<file path="src/aefl_map.vh">
// aefl_map.vh: register offsets, flag positions, reset values and timing
// constants of the actuator error-flag block; definitions only.
`ifndef AEFL_MAP_VH
`define AEFL_MAP_VH

// register byte offsets
`define AEFL_OFS_ERR      8'h00
`define AEFL_OFS_IRQ_STS  8'h04
`define AEFL_OFS_IRQ_MSK  8'h08
`define AEFL_OFS_TMO_MS   8'h0C
`define AEFL_OFS_MOTION   8'h10

// error flag bit positions
`define AEFL_BIT_PARAM    0
`define AEFL_BIT_OVL      1
`define AEFL_BIT_VOLT     2
`define AEFL_BIT_TEMP     3
`define AEFL_BIT_BKDRV    4
`define AEFL_BIT_TMO      5
`define AEFL_BIT_FATAL    6
`define AEFL_NUM_EVT      7

// reset values
`define AEFL_RST_FLAGS    7'h00
`define AEFL_RST_MSK      7'h00
`define AEFL_RST_TMO_MS   16'h1388
`define AEFL_RST_CUR_LIM  16'h0000
`define AEFL_RST_CNT      32'h00000000
`define AEFL_RST_RDATA    32'h00000000

// largest command values accepted for this actuator model
`define AEFL_MAX_CUR_LIM  16'h00FF
`define AEFL_MAX_SPEED    8'h64

// timing: clock rate and documented times in their own units
`define AEFL_CLK_HZ       64'd250000000
`define AEFL_MS_PER_S     64'd1000
`define AEFL_OVL_MS       64'd8
`define AEFL_GRACE_S      64'd10

`endif

</file>
<file path="src/aefl_cnt.v">
// aefl_cnt.v: saturating 32-bit event counter with clear and step.
// assumes clear and step are synchronous to clk_in; done is a level.
`timescale 1ns/10ps
module aefl_cnt (
  input  wire        clk_in,    // block clock
  input  wire        rst_in,    // synchronous reset, high
  input  wire        ce_in,     // clock enable, freezes state when low
  input  wire        clr_in,    // restart the count
  input  wire        step_in,   // count one
  input  wire [31:0] limit_in,  // count that raises done
  output wire        done_out   // count has reached limit
);
`include "aefl_map.vh"

  reg [31:0] cnt_ff;

  assign done_out = (cnt_ff >= limit_in);

  // count up to the limit, then hold so done stays up without wrapping
  always @(posedge clk_in) begin
    if (rst_in) begin
      cnt_ff <= `AEFL_RST_CNT;
    end else if (ce_in) begin
      if (clr_in) begin
        cnt_ff <= `AEFL_RST_CNT;
      end else if (step_in && !done_out) begin
        cnt_ff <= cnt_ff + 32'h00000001;
      end
    end
  end
endmodule // aefl_cnt

</file>
<file path="src/aefl_top.v">
// aefl_top.v: error-flag and motion-lockout logic of the actuator controller.
// assumes a command decoder hands over each received process data object as
// a one-cycle strobe with its fields, and sensor logic gives level and pulse
// indications, all synchronous to clk_in.
// Function
// - parameter flag, bit 0, set on an out-of-range received command value
// - no motion at all while the parameter flag is set
// - overload flag, bit 1, after current above limit for 8 ms of motion
// - after overload, motion only after master clears motion enable
// - voltage flag, bit 2, while supply is outside running range
// - voltage fault: running motion lasts up to 10 s, no new starts
// - temperature flag, bit 3; same 10 s grace and start refusal
// - backdrive flag, bit 4, on uncommanded extension tube movement
// - timeout flag, bit 5, when no command arrives within configured interval
// - timeout interval resets to 5000 ms
// - after timeout, motion only after master clears motion enable
// - fatal flag, bit 6, reported on fatal condition
`timescale 1ns/10ps
`include "aefl_map.vh"
module aefl_top #(
  parameter [63:0] MS_CYC    = `AEFL_CLK_HZ / `AEFL_MS_PER_S,
  parameter [63:0] OVL_CYC   = `AEFL_OVL_MS * (`AEFL_CLK_HZ / `AEFL_MS_PER_S),
  parameter [63:0] GRACE_CYC = `AEFL_GRACE_S * `AEFL_CLK_HZ
) (
  input  wire        clk_in,          // block clock, 250 MHz
  input  wire        rst_in,          // synchronous reset, high
  input  wire        ce_in,           // clock enable, freezes all state
  input  wire [7:0]  addr_in,         // register byte address
  input  wire [31:0] wdata_in,        // register write data
  input  wire        wr_in,           // register write strobe
  input  wire        rd_in,           // register read strobe
  output wire [31:0] rdata_out,       // read data, cycle after rd_in
  input  wire        rpdo_valid_in,   // command object received, pulse
  input  wire        rpdo_enable_in,  // motion enable bit
  input  wire        rpdo_ext_in,     // request extend
  input  wire        rpdo_ret_in,     // request retract
  input  wire [15:0] rpdo_cur_lim_in, // current limit
  input  wire [7:0]  rpdo_speed_in,   // speed setting
  input  wire [15:0] cur_meas_in,     // measured motor current
  input  wire        volt_ok_in,      // supply inside running range
  input  wire        temp_ok_in,      // temperature inside running range
  input  wire        tube_move_in,    // tube position changed, pulse
  input  wire        fatal_in,        // fatal fault detected, pulse
  output wire        drive_ext_out,   // motor drive extend
  output wire        drive_ret_out,   // motor drive retract
  output wire [7:0]  err_flags_out,   // error object
  output wire        irq_out          // interrupt, level
);

  reg  [6:0]  flags_ff;
  reg  [6:0]  nxt_flags;
  reg  [6:0]  flags_prev_ff;
  reg  [6:0]  irq_sts_ff;
  reg  [6:0]  irq_msk_ff;
  reg  [15:0] tmo_ms_ff;
  reg  [15:0] cur_lim_ff;
  reg         enable_ff;
  reg         ext_ff;
  reg         ret_ff;
  reg         moving_ff;
  reg         nxt_moving;
  reg         drv_ext_ff;
  reg         drv_ret_ff;
  reg  [31:0] rdata_ff;
  reg  [31:0] nxt_rdata;
  reg  [19:0] div_ff;
  reg         ms_tick_ff;
  wire        rpdo_bad;
  wire        move_req;
  wire        env_err;
  wire        over_cur;
  wire        ovl_done;
  wire        grace_done;
  wire        tmo_done;
  wire        start_ok;
  wire        hold_ok;
  wire        en_reset;
  wire [6:0]  rise;
  wire        sts_wr;

  assign rpdo_bad = (rpdo_cur_lim_in > `AEFL_MAX_CUR_LIM) ||
                    (rpdo_speed_in > `AEFL_MAX_SPEED);
  // a command with enable low is the master's reset of the overload and timeout lockouts
  assign en_reset = rpdo_valid_in && !rpdo_enable_in;
  assign move_req = enable_ff && (ext_ff ^ ret_ff);
  assign env_err  = !volt_ok_in || !temp_ok_in;
  assign over_cur = moving_ff && (cur_meas_in > cur_lim_ff);

  // latch the last accepted command; enable is always taken so the
  // master can clear lockouts even with an out-of-range object
  always @(posedge clk_in) begin
    if (rst_in) begin
      enable_ff  <= 1'b0;
      ext_ff     <= 1'b0;
      ret_ff     <= 1'b0;
      cur_lim_ff <= `AEFL_RST_CUR_LIM;
    end else if (ce_in && rpdo_valid_in) begin
      enable_ff <= rpdo_enable_in;
      if (!rpdo_bad) begin
        ext_ff     <= rpdo_ext_in;
        ret_ff     <= rpdo_ret_in;
        cur_lim_ff <= rpdo_cur_lim_in;
      end
    end
  end

  // 8 ms overload
  // the count clears on any sample at or below the limit, so the time
  // above the limit must be consecutive
  aefl_cnt u_ovl_cnt (
    .clk_in   (clk_in),
    .rst_in   (rst_in),
    .ce_in    (ce_in),
    .clr_in   (!over_cur),
    .step_in  (over_cur),
    .limit_in (OVL_CYC[31:0]),
    .done_out (ovl_done)
  );

  // motion grace
  // counts only while moving under a fault; a stopped actuator starts
  // the window again from zero on its next allowed start
  aefl_cnt u_grace_cnt (
    .clk_in   (clk_in),
    .rst_in   (rst_in),
    .ce_in    (ce_in),
    .clr_in   (!(moving_ff && env_err)),
    .step_in  (1'b1),
    .limit_in (GRACE_CYC[31:0]),
    .done_out (grace_done)
  );

  // millisecond tick for the command timeout
  // one free-running prescaler keeps the timeout counter narrow; the cost
  // is that an interval restarted by a command may end up to one tick early
  always @(posedge clk_in) begin
    if (rst_in) begin
      div_ff     <= 20'h00000;
      ms_tick_ff <= 1'b0;
    end else if (ce_in) begin
      ms_tick_ff <= (div_ff == MS_CYC[19:0] - 20'h00001);
      if (div_ff == MS_CYC[19:0] - 20'h00001) begin
        div_ff <= 20'h00000;
      end else begin
        div_ff <= div_ff + 20'h00001;
      end
    end
  end

  // command timeout
  // any object restarts the interval, not only one with motion enable
  aefl_cnt u_tmo_cnt (
    .clk_in   (clk_in),
    .rst_in   (rst_in),
    .ce_in    (ce_in),
    .clr_in   (rpdo_valid_in),
    .step_in  (ms_tick_ff),
    .limit_in ({16'h0000, tmo_ms_ff}),
    .done_out (tmo_done)
  );

  assign start_ok = move_req && !flags_ff[`AEFL_BIT_PARAM] &&
                    !flags_ff[`AEFL_BIT_OVL] && !flags_ff[`AEFL_BIT_TMO] &&
                    !flags_ff[`AEFL_BIT_FATAL];
  // running motion survives a supply or temperature fault
  assign hold_ok  = start_ok && !grace_done;

  // motion state: new starts need a healthy supply and temperature,
  // a running motion needs start_ok and the grace window still open
  always @* begin
    nxt_moving = moving_ff;
    if (moving_ff) begin
      nxt_moving = hold_ok;
    end else begin
      nxt_moving = start_ok && !env_err;
    end
    // immediate lockout
    // a locking flag raised at this edge also drops or blocks the drive at this
    // edge, so a locking flag and the drive never show together
    if (nxt_flags[`AEFL_BIT_PARAM] || nxt_flags[`AEFL_BIT_OVL] ||
        nxt_flags[`AEFL_BIT_TMO] || nxt_flags[`AEFL_BIT_FATAL]) begin
      nxt_moving = 1'b0;
    end
  end

  // error flag next state; overload, backdrive and timeout flags drop only on enable reset
  always @* begin
    nxt_flags = flags_ff;
    if (rpdo_valid_in) begin
      nxt_flags[`AEFL_BIT_PARAM] = rpdo_bad;
    end
    if (en_reset) begin
      nxt_flags[`AEFL_BIT_OVL] = 1'b0;
    end
    if (ovl_done) begin
      nxt_flags[`AEFL_BIT_OVL] = 1'b1;
    end
    nxt_flags[`AEFL_BIT_VOLT] = !volt_ok_in;
    nxt_flags[`AEFL_BIT_TEMP] = !temp_ok_in;
    if (en_reset) begin
      nxt_flags[`AEFL_BIT_BKDRV] = 1'b0;
    end
    if (tube_move_in && !moving_ff) begin
      nxt_flags[`AEFL_BIT_BKDRV] = 1'b1;
    end
    if (en_reset) begin
      nxt_flags[`AEFL_BIT_TMO] = 1'b0;
    end
    if (tmo_done && !rpdo_valid_in) begin
      nxt_flags[`AEFL_BIT_TMO] = 1'b1;
    end
    if (fatal_in) begin
      nxt_flags[`AEFL_BIT_FATAL] = 1'b1;
    end
  end

  always @(posedge clk_in) begin
    if (rst_in) begin
      flags_ff   <= `AEFL_RST_FLAGS;
      moving_ff  <= 1'b0;
      drv_ext_ff <= 1'b0;
      drv_ret_ff <= 1'b0;
    end else if (ce_in) begin
      flags_ff   <= nxt_flags;
      moving_ff  <= nxt_moving;
      drv_ext_ff <= nxt_moving && ext_ff;
      drv_ret_ff <= nxt_moving && ret_ff;
    end
  end

  // interrupt events are flag rising edges, so a fault that stays up
  // raises one event rather than refilling the status after each clear
  assign rise   = flags_ff & ~flags_prev_ff;
  assign sts_wr = wr_in && (addr_in == `AEFL_OFS_IRQ_STS);

  // status: write one clears, a same-cycle event wins over the clear
  always @(posedge clk_in) begin
    if (rst_in) begin
      flags_prev_ff <= `AEFL_RST_FLAGS;
      irq_sts_ff    <= `AEFL_RST_FLAGS;
      irq_msk_ff    <= `AEFL_RST_MSK;
      tmo_ms_ff     <= `AEFL_RST_TMO_MS;
    end else if (ce_in) begin
      flags_prev_ff <= flags_ff;
      irq_sts_ff    <= (irq_sts_ff & ~(sts_wr ? wdata_in[6:0] : 7'h00))
                       | rise;
      if (wr_in && (addr_in == `AEFL_OFS_IRQ_MSK)) begin
        irq_msk_ff <= wdata_in[6:0];
      end
      if (wr_in && (addr_in == `AEFL_OFS_TMO_MS)) begin
        tmo_ms_ff <= wdata_in[15:0];
      end
    end
  end

  // read mux; unmapped addresses read zero
  always @* begin
    nxt_rdata = `AEFL_RST_RDATA;
    case (addr_in)
      `AEFL_OFS_ERR:     nxt_rdata = {25'h0000000, flags_ff};
      `AEFL_OFS_IRQ_STS: nxt_rdata = {25'h0000000, irq_sts_ff};
      `AEFL_OFS_IRQ_MSK: nxt_rdata = {25'h0000000, irq_msk_ff};
      `AEFL_OFS_TMO_MS:  nxt_rdata = {16'h0000, tmo_ms_ff};
      `AEFL_OFS_MOTION:  nxt_rdata = {29'h00000000, moving_ff,
                                      drv_ret_ff, drv_ext_ff};
      default:           nxt_rdata = `AEFL_RST_RDATA;
    endcase
  end

  // read data stands only in the cycle after the strobe
  // zero outside that cycle, so an OR of several slaves stays clean
  always @(posedge clk_in) begin
    if (rst_in) begin
      rdata_ff <= `AEFL_RST_RDATA;
    end else if (ce_in) begin
      rdata_ff <= rd_in ? nxt_rdata : `AEFL_RST_RDATA;
    end
  end

  assign rdata_out     = rdata_ff;
  assign err_flags_out = {1'b0, flags_ff};
  assign drive_ext_out = drv_ext_ff;
  assign drive_ret_out = drv_ret_ff;
  assign irq_out       = |(irq_sts_ff & irq_msk_ff);
endmodule // aefl_top

</file>
<file path="config.mk">
export PLATFORM = sky130hd
export DESIGN_NAME = aefl_top
export DESIGN_NICKNAME = d
export VERILOG_FILES = /design/src/aefl_cnt.v /design/src/aefl_top.v
export VERILOG_INCLUDE_DIRS = /design/src
export SDC_FILE = /design/constraint.sdc
export NUM_CORES = 1
export LEC_CHECK = 0
export ABC_AREA = 1
export BUFFER_PORTS_ARGS = -buffer_cell sky130_fd_sc_hd__buf_2
export CORE_MARGIN = 5
export CORE_UTILIZATION = 60
export DETAILED_ROUTE_END_ITERATION = 6
export GPL_TIMING_DRIVEN = 0
export PLACE_DENSITY = 0.78
export SLEW_MARGIN = 20
export SYNTH_ARGS = -nofsm -noshare
export SYNTH_HDL_FRONTEND = slang
export SYNTH_SLANG_ARGS = --single-unit
</file>
<file path="constraint.sdc">
create_clock -name clk_in -period 4.8 [get_ports clk_in]
set_clock_uncertainty 0.05 [all_clocks]
set_input_delay 0.24 -clock clk_in [delete_from_list [all_inputs] [get_ports clk_in]]
set_output_delay 0.24 -clock clk_in [all_outputs]
set_load 0.01 [all_outputs]
</file>
==> flow_summary.toml, run 1 <==
[power]
power_w = 0.00332
peakVddDrop_v = 0.000276
switching_share = 0.251
p_int_w = 0.00249
clock_power_share = 0.429
share_seq_of_total_power = 0.504
power_density_nw_per_um2 = 272
p_leak_nw = 4.92
power_frac_comb = 0.067
p_switching_w = 0.000831

[global_routing]
grt_max_degree = 19
grtUsageTotal = 0.280
grt_overflow = 0
grt_pass1_vias = 9797
antenna_found_initial = 0
grt_pass1_wl_um = 47100

[synth]
yosys_warnings = 0
synth_edf_count = 0
yosys.cell_types.count = 49
seq_area_frac_synth = 0.373
async_flop_share = 0
syn_inst = 1516
synth_ff_type = "dfxtp_1"
syn_area_per_cell_um2 = 7.05
syn_area_um2 = 10700
ys_ff_latch = 199

[min_path]
hp-class = "in2reg"

[clocking]
cts.sink_count = 199
clock_tree.buffer_depth = 2
root_buffer = "clkbuf_16"
cts_resized = 0
path_clk_slew_ns = 0.07
numCtsBuffers = 17
hold_buffers = 9
clkLatencyLatePin_ns = 0.44
cts_tree = "yes"
postCtsSetupBuffers = 0
cts_max_level = 4

[layout]
n_fill_cell = 1524
drive_above_1_share = 0.144
synthToLayoutAreaGrowth_pct = 14.2
finish.utilization = 0.703
final_nets = 1793
insertedDiodeCount = 0

[routing]
wirelength_um = 29000
wl_per_cell_um = 15.3
via_per_inst = 5.49
drc = 0
final_antenna_net_count = 0
first_pass_iters = 5
drt_iter0_drc = 832
via_count = 10400

[floorplanning]
die_h_um = 143
start_util = 0.616
ios = 136
core-area_um2 = 17400
die_area_um2 = 20600
die_x_um = 143
rows = 48

[critical_path]
cp_slowest_cell = "dfxtp_1"
critPathMaxFanout = 10
timing_worst_setup_path_type = "reg2reg"
critPathCaptureType = "flip-flop"
start_kind = "flip-flop"
arrival_ns = 2.63
cp.required_ns = 5.05
critical_path.cell_chain = "inv_1, ha_1, nand2_1, nand2_1, inv_1, nand2_1, nor2_1, nand2_1, nor2_1, nand3_1, inv_2, nand2_4, nand2_2, buf_4, nor3b_1"
max_stage_delay_ns = 0.35
crit_family = "simple AND/OR/NAND/NOR gates"
crit_path_frequent_cell = "nand2_1"
path_buf_inv = 4

[sta]
setup_viol = 0
max_slew_margin = 0.512
tightest_slew_ns = 0.733
finalCritPeriodShare = 0.495
fin_tns_setup_ns = 0
slew_viol_final = 0
timing.fmax_mhz = 421
rsz0062_at_grt = "false"
min_period_ns = 2.38
hold_violations = 0

[outcome]
status = "completed"

[place]
io_buffers = 102
gp_congestion = 0.981
dp_hpwl_um = 21700

[job]
drv_cap = 0
## final timing paths
kind,start,to,slack (ns),cells past startpoint
max,tmo_ms_ff[15],u_tmo_cnt.cnt_ff[26],2.42,15
min,wdata_in[11],tmo_ms_ff[11],0.02,3
max reg2reg,tmo_ms_ff[15],u_tmo_cnt.cnt_ff[26],2.42,15
min reg2reg,u_ovl_cnt.cnt_ff[21],u_ovl_cnt.cnt_ff[21],0.39,2
## cell type report
cell class	instances	area (um2)	area share
plain buffers	66	413	0.0338
clock inverters	13	135	0.0111
multi-input cells	1117	5780	0.474
flip-flops and latches	199	3980	0.326
repair buffers	111	601	0.0492
clock buffers	18	439	0.0360
inverters	150	571	0.0468
well taps	225	282	0.0231
## registers in the layout, summed over array words and instances (netlist names), 7 cells and up
signal / count
tmo_ms_ff: 16
rdata_out: 16
flags_prev_ff: 7
irq_sts_ff: 7
u_grace_cnt.cnt_ff: 32
irq_msk_ff: 7
div_ff: 20
u_tmo_cnt.cnt_ff: 32
u_ovl_cnt.cnt_ff: 32
flags_ff: 7
cur_lim_ff: 16
## placed cells by master (no fill, tap or decap), types with 11 or more instances in the layout
| master | netlist | final |
|---|---|---|
| nor3b_1 | 12 | 12 |
| nor2_1 | 193 | 193 |
| inv_1 | 135 | 135 |
| clkbuf_16 | 0 | 17 |
| ha_1 | 38 | 38 |
| nand2_1 | 345 | 345 |
| nor3_2 | 11 | 11 |
| clkbuf_1 | 26 | 26 |
| dfxtp_1 | 199 | 199 |
| a21oi_1 | 140 | 140 |
| nand3_1 | 84 | 84 |
| xor2_1 | 43 | 43 |
| buf_4 | 22 | 22 |
| conb_1 | 1 | 17 |
| nand4_1 | 42 | 42 |
| buf_2 | 8 | 110 |
| o21ai_0 | 52 | 52 |
| nor3_1 | 47 | 47 |
## power groups by stage
stage               clock network (W)  logic, W  registers (W)
detailed placement                  0  0.000214        0.00171
floorplan                           0  0.000128        0.00171
global placement                    0  0.000211        0.00171
finish                        0.00142  0.000224        0.00167
CTS                           0.00144  0.000221        0.00167
global route                  0.00151  0.000246        0.00167
## logic make-up after synthesis
| family | Yosys count | share of synthesized area |
|---|---|---|
| simple gates | 782 | 0.333 |
| compound gates | 229 | 0.116 |
| flops | 199 | 0.373 |
| buf+inv | 216 | 0.0920 |
| xor+xnor | 51 | 0.0418 |
| fa+ha+maj | 38 | 0.0445 |
| other cells | 1 | 0.000351 |
## worst register-to-register path, stage by stage, from the launching register on
cell     delay, ns
dfxtp_1       0.35
inv_1         0.09
ha_1          0.35
nand2_1       0.10
nand2_1       0.05
inv_1         0.05
nand2_1       0.04
nor2_1        0.09
nand2_1       0.09
nor2_1        0.12
nand3_1       0.17
inv_2         0.18
nand2_4       0.11
nand2_2       0.15
buf_4         0.21
nor3b_1       0.07
## synthesized netlist by cell type (2+ instances only)
cell type    n  share of area
nor3b_1     12         0.0084
nand2_2      5         0.0029
nor3b_2      2         0.0023
and3_1       2         0.0012
nor2_4       3         0.0032
ha_1        38          0.044
a21o_1       2         0.0014
nor4_1       4         0.0023
nor2_2       9         0.0053
xnor2_1      8         0.0066
o21bai_1     2         0.0014
nand3_1     84          0.039
a21oi_2      9         0.0074
nand4_1     42          0.025
nor3_2      11          0.010
nor2_1     193          0.068
a21oi_1    140          0.066
xor2_1      43          0.035
nor3_1      47          0.022
buf_6        6         0.0063
inv_2       10         0.0035
o21ai_1      7         0.0033
o211ai_1    10         0.0070
buf_1        2        0.00070
dfxtp_1    199           0.37
nand3b_1     3         0.0021
or2_2       10         0.0059
o21a_1       3         0.0021
buf_2        8         0.0037
nand2_4      4         0.0042
clkbuf_1    26         0.0091
o21ai_0     52          0.024
inv_1      135          0.047
nand3_4      2         0.0033
clkinv_1     4         0.0014
nand2_1    345           0.12
buf_4       22          0.015
## routing by layer
layer | part of all wire | vias to the layer above | global-route usage
met4 | 0.027 | 0 | 0.0877
met5 | 0 | - | 0
li1 | - | 5213 | -
met1 | 0.43 | 4828 | 0.356
met2 | 0.48 | 327 | 0.485
met3 | 0.060 | 65 | 0.0496
## through the flow
| stage | setup WS (ns) | hold slack (ns) | instance area [um2] | std cells |
|---|---|---|---|---|
| finish | 2.42 | 0.0163 | 12200 | 1899 |
| global route | 2.17 | 0.0333 | 12200 | 1899 |
| CTS | 2.42 | 0.0104 | 12200 | 1899 |
| detailed placement | 2.45 | 0.378 | 11500 | 1859 |
| global placement | 2.49 | 0.374 | 11500 | 1859 |
| floorplan | 2.95 | 0.284 | 10700 | 1532 |
No activity file was read; power rests on OpenSTA's default activity.
==> run 2: changes to the inputs <==
--- a/config.mk
+++ b/config.mk
@@ -6,13 +6,13 @@
 export SDC_FILE = /design/constraint.sdc
 export NUM_CORES = 1
 export LEC_CHECK = 0
-export ABC_AREA = 1
+export ABC_AREA = 0
 export BUFFER_PORTS_ARGS = -buffer_cell sky130_fd_sc_hd__buf_2
 export CORE_MARGIN = 5
-export CORE_UTILIZATION = 60
+export CORE_UTILIZATION = 57
 export DETAILED_ROUTE_END_ITERATION = 6
 export GPL_TIMING_DRIVEN = 0
-export PLACE_DENSITY = 0.78
+export PLACE_DENSITY = 0.76
 export SLEW_MARGIN = 20
 export SYNTH_ARGS = -nofsm -noshare
 export SYNTH_HDL_FRONTEND = slang
==> constraint.sdc (replaced) <==
create_clock -name clk_in -period 2.5 [get_ports clk_in]
set_clock_uncertainty 0.05 [all_clocks]
set_input_delay 0.125 -clock clk_in [delete_from_list [all_inputs] [get_ports clk_in]]
set_output_delay 0.125 -clock clk_in [all_outputs]
set_load 0.01 [all_outputs]
==> run 2 against run 1 <==
Effect of this change: critical path depth fell by 4; the flow now finishes with violations (negative setup slack); cell area down 3.8%; sequential share of layout area is 1.5 points higher; sequential power rose by 92%; highest routed layer unchanged; die area down 7.4%; routed wire length is 13% lower; non-clock buffer count rose by 38.
==> flow_summary.toml, run 2 <==
[clocking]
numCtsBuffers = 17
clock_tree.buffer_depth = 2
cts_max_level = 4
root_buffer = "clkbuf_16"
cts_tree = "yes"
path_clk_slew_ns = 0.08
cts.sink_count = 199
clkLatencyLatePin_ns = 0.44

[power]
power_w = 0.00641
power_density_nw_per_um2 = 546
p_leak_nw = 4.47
peakVddDrop_v = 0.000586

[layout]
design_area_um2 = 11700
finish.utilization = 0.734
most-common-layout-cells = "dfxtp_1, nor2_1, buf_2, nand2_1, a21oi_1"
mostFrequentLayoutCell = "dfxtp_1"
reg_top3 = "u_grace_cnt.cnt_ff x32, u_ovl_cnt.cnt_ff x32, u_tmo_cnt.cnt_ff x32"
final_nets = 1423
insertedDiodeCount = 0
synthToLayoutAreaGrowth_pct = 25.6
drive_above_1_share = 0.204

[job]
drv_cap = 0

[routing]
final_antenna_net_count = 0
top_layer = "met4"
via_per_inst = 5.60
first_pass_iters = 5
wl_per_cell_um = 16.6
wirelength_um = 25300
dr_wl_met2_um = 12000
drt_iter0_drc = 609
met3_length_um = 1720
via_count = 8519
drc = 0
met1_length_um = 10800

[floorplanning]
rows = 46
core-area_um2 = 16000
die_h_um = 138
die_x_um = 138
start_util = 0.584
ios = 136
die_area_um2 = 19000

[synth]
yosys_warnings = 0
yosysMostFrequentCell = "dfxtp_1"
async_flop_share = 0
synth_ff_type = "dfxtp_1"
yosys.cell_types.count = 57
synth_area_leaders = "dfxtp_1, nor2_1, ha_1"
seq_area_frac_synth = 0.426
synth_area_leader_cell = "dfxtp_1"
synth_top_area_frac = 0.426
syn_area_per_cell_um2 = 8.46
synthTopCellsByCount = "dfxtp_1, nor2_1, nand2_1"
synth_edf_count = 0
syn_inst = 1104
syn_area_um2 = 9340
ys_ff_latch = 199

[global_routing]
grt_max_degree = 20
antenna_found_initial = 0
grt_overflow = 0
grt_pass1_wl_um = 39600
grt_pass1_vias = 8045
grtUsageTotal = 0.248

[min_path]
hp-class = "in2reg"

[critical_path]
timing_worst_setup_path_type = "reg2reg"
critPathMaxFanout = 5
critPathCaptureType = "flip-flop"
start_kind = "flip-flop"
arrival_ns = 3.00
cp.required_ns = 2.81

[sta]
finalCritPeriodShare = 1.08
setup_viol = 15
rsz0062_at_grt = "true"
max_slew_margin = 0.422
timing.fmax_mhz = 371
fin_ws_ns = -0.193
hold_violations = 0
tightest_slew_ns = 0.863
slew_viol_final = 0
min_period_ns = 2.69

[outcome]
status = "complete, but fails checks"
violations = "negative setup slack"

[place]
place_area_um2 = 10200
gp_congestion = 0.901
dp_hpwl_um = 17100
io_buffers = 99
==> run 2: critical path, stage by stage (launching register included) <==
cell and delay (ns):
dfxtp_2 0.34, inv_2 0.05, ha_4 0.25, a211oi_2 0.24, nor2_1 0.09, o31ai_1 0.25, nand4_1 0.19, o21a_2 0.29
buf_4 0.15, clkbuf_16 0.14, or4_1 0.47, o21ai_1 0.10
==> run 2: layout make-up <==
class,instances,area [um2]
fill,1186,4260
clock inverter,15,165
inverter,57,214
clock buffer,17,425
buffer,62,365
multi-input combinational,802,5270
tap,216,270
timing repair buffer,153,1020
sequential,199,4010
==> run 2: report_power, final <==
part | internal [W] | total, W | switching, W
sequential | 0.00319 | 0.00321 | 0.0000206
clock | 0.00142 | 0.00275 | 0.00133
combinational | 0.000200 | 0.000448 | 0.000248
total | 0.00481 | 0.00641 | 0.00160
==> run 2: worst paths after layout <==
| kind | from | endpoint | slack [ns] | depth (start not counted) |
|---|---|---|---|---|
| worst max register to register | tmo_ms_ff[9] | u_tmo_cnt.cnt_ff[10] | -0.19 | 11 |
| worst min register to register | cur_lim_ff[10] | cur_lim_ff[10] | 0.40 | 2 |
| worst max-delay path | tmo_ms_ff[9] | u_tmo_cnt.cnt_ff[10] | -0.19 | 11 |
| worst min-delay path | wr_in | tmo_ms_ff[15] | 0.06 | 4 |
==> run 2: cells by family after synthesis <==
family	share of synthesized area
simple gates	0.254
mux	0.0396
flops	0.426
other cells	0.000401
xor+xnor	0.0572
buf+inv	0.0555
compound gates	0.116
fa+ha+maj	0.0509
==> run 2: stage by stage <==
| stage | setup slack, ns | cells | setup TNS [ns] | hold slack, ns |
|---|---|---|---|---|
| 2_1_floorplan | 0.0119 | 1120 | 0 | 0.174 |
| 3_3_place_gp | -0.398 | 1435 | -11.82 | 0.283 |
| 3_5_place_dp | -0.439 | 1435 | -12.96 | 0.282 |
| 4_1_cts | -0.0239 | 1505 | -0.0239 | 0.0405 |
| 5_1_grt | -0.303 | 1521 | -3.90 | 0.0640 |
| 6_report | -0.193 | 1521 | -1.29 | 0.0563 |
==> run 2: what timing repair did <==
| action | in CTS | in global routing |
|---|---|---|
| setup endpoints to repair | 54 | 64 |
| hold buffers | 32 | 0 |
| buffers inserted | 5 | 14 |
| gates resized for setup | 34 | 88 |
| gates cloned | 1 | 2 |
| hold endpoints to repair | 34 | 0 |
| pin swaps | 9 | 33 |
==> run 2: per-layer routing <==
metal,up-vias,GRT usage
met5,-,0
met4,0,0.100
met3,53,0.0593
met2,300,0.402
met1,3972,0.321
li1,4194,-
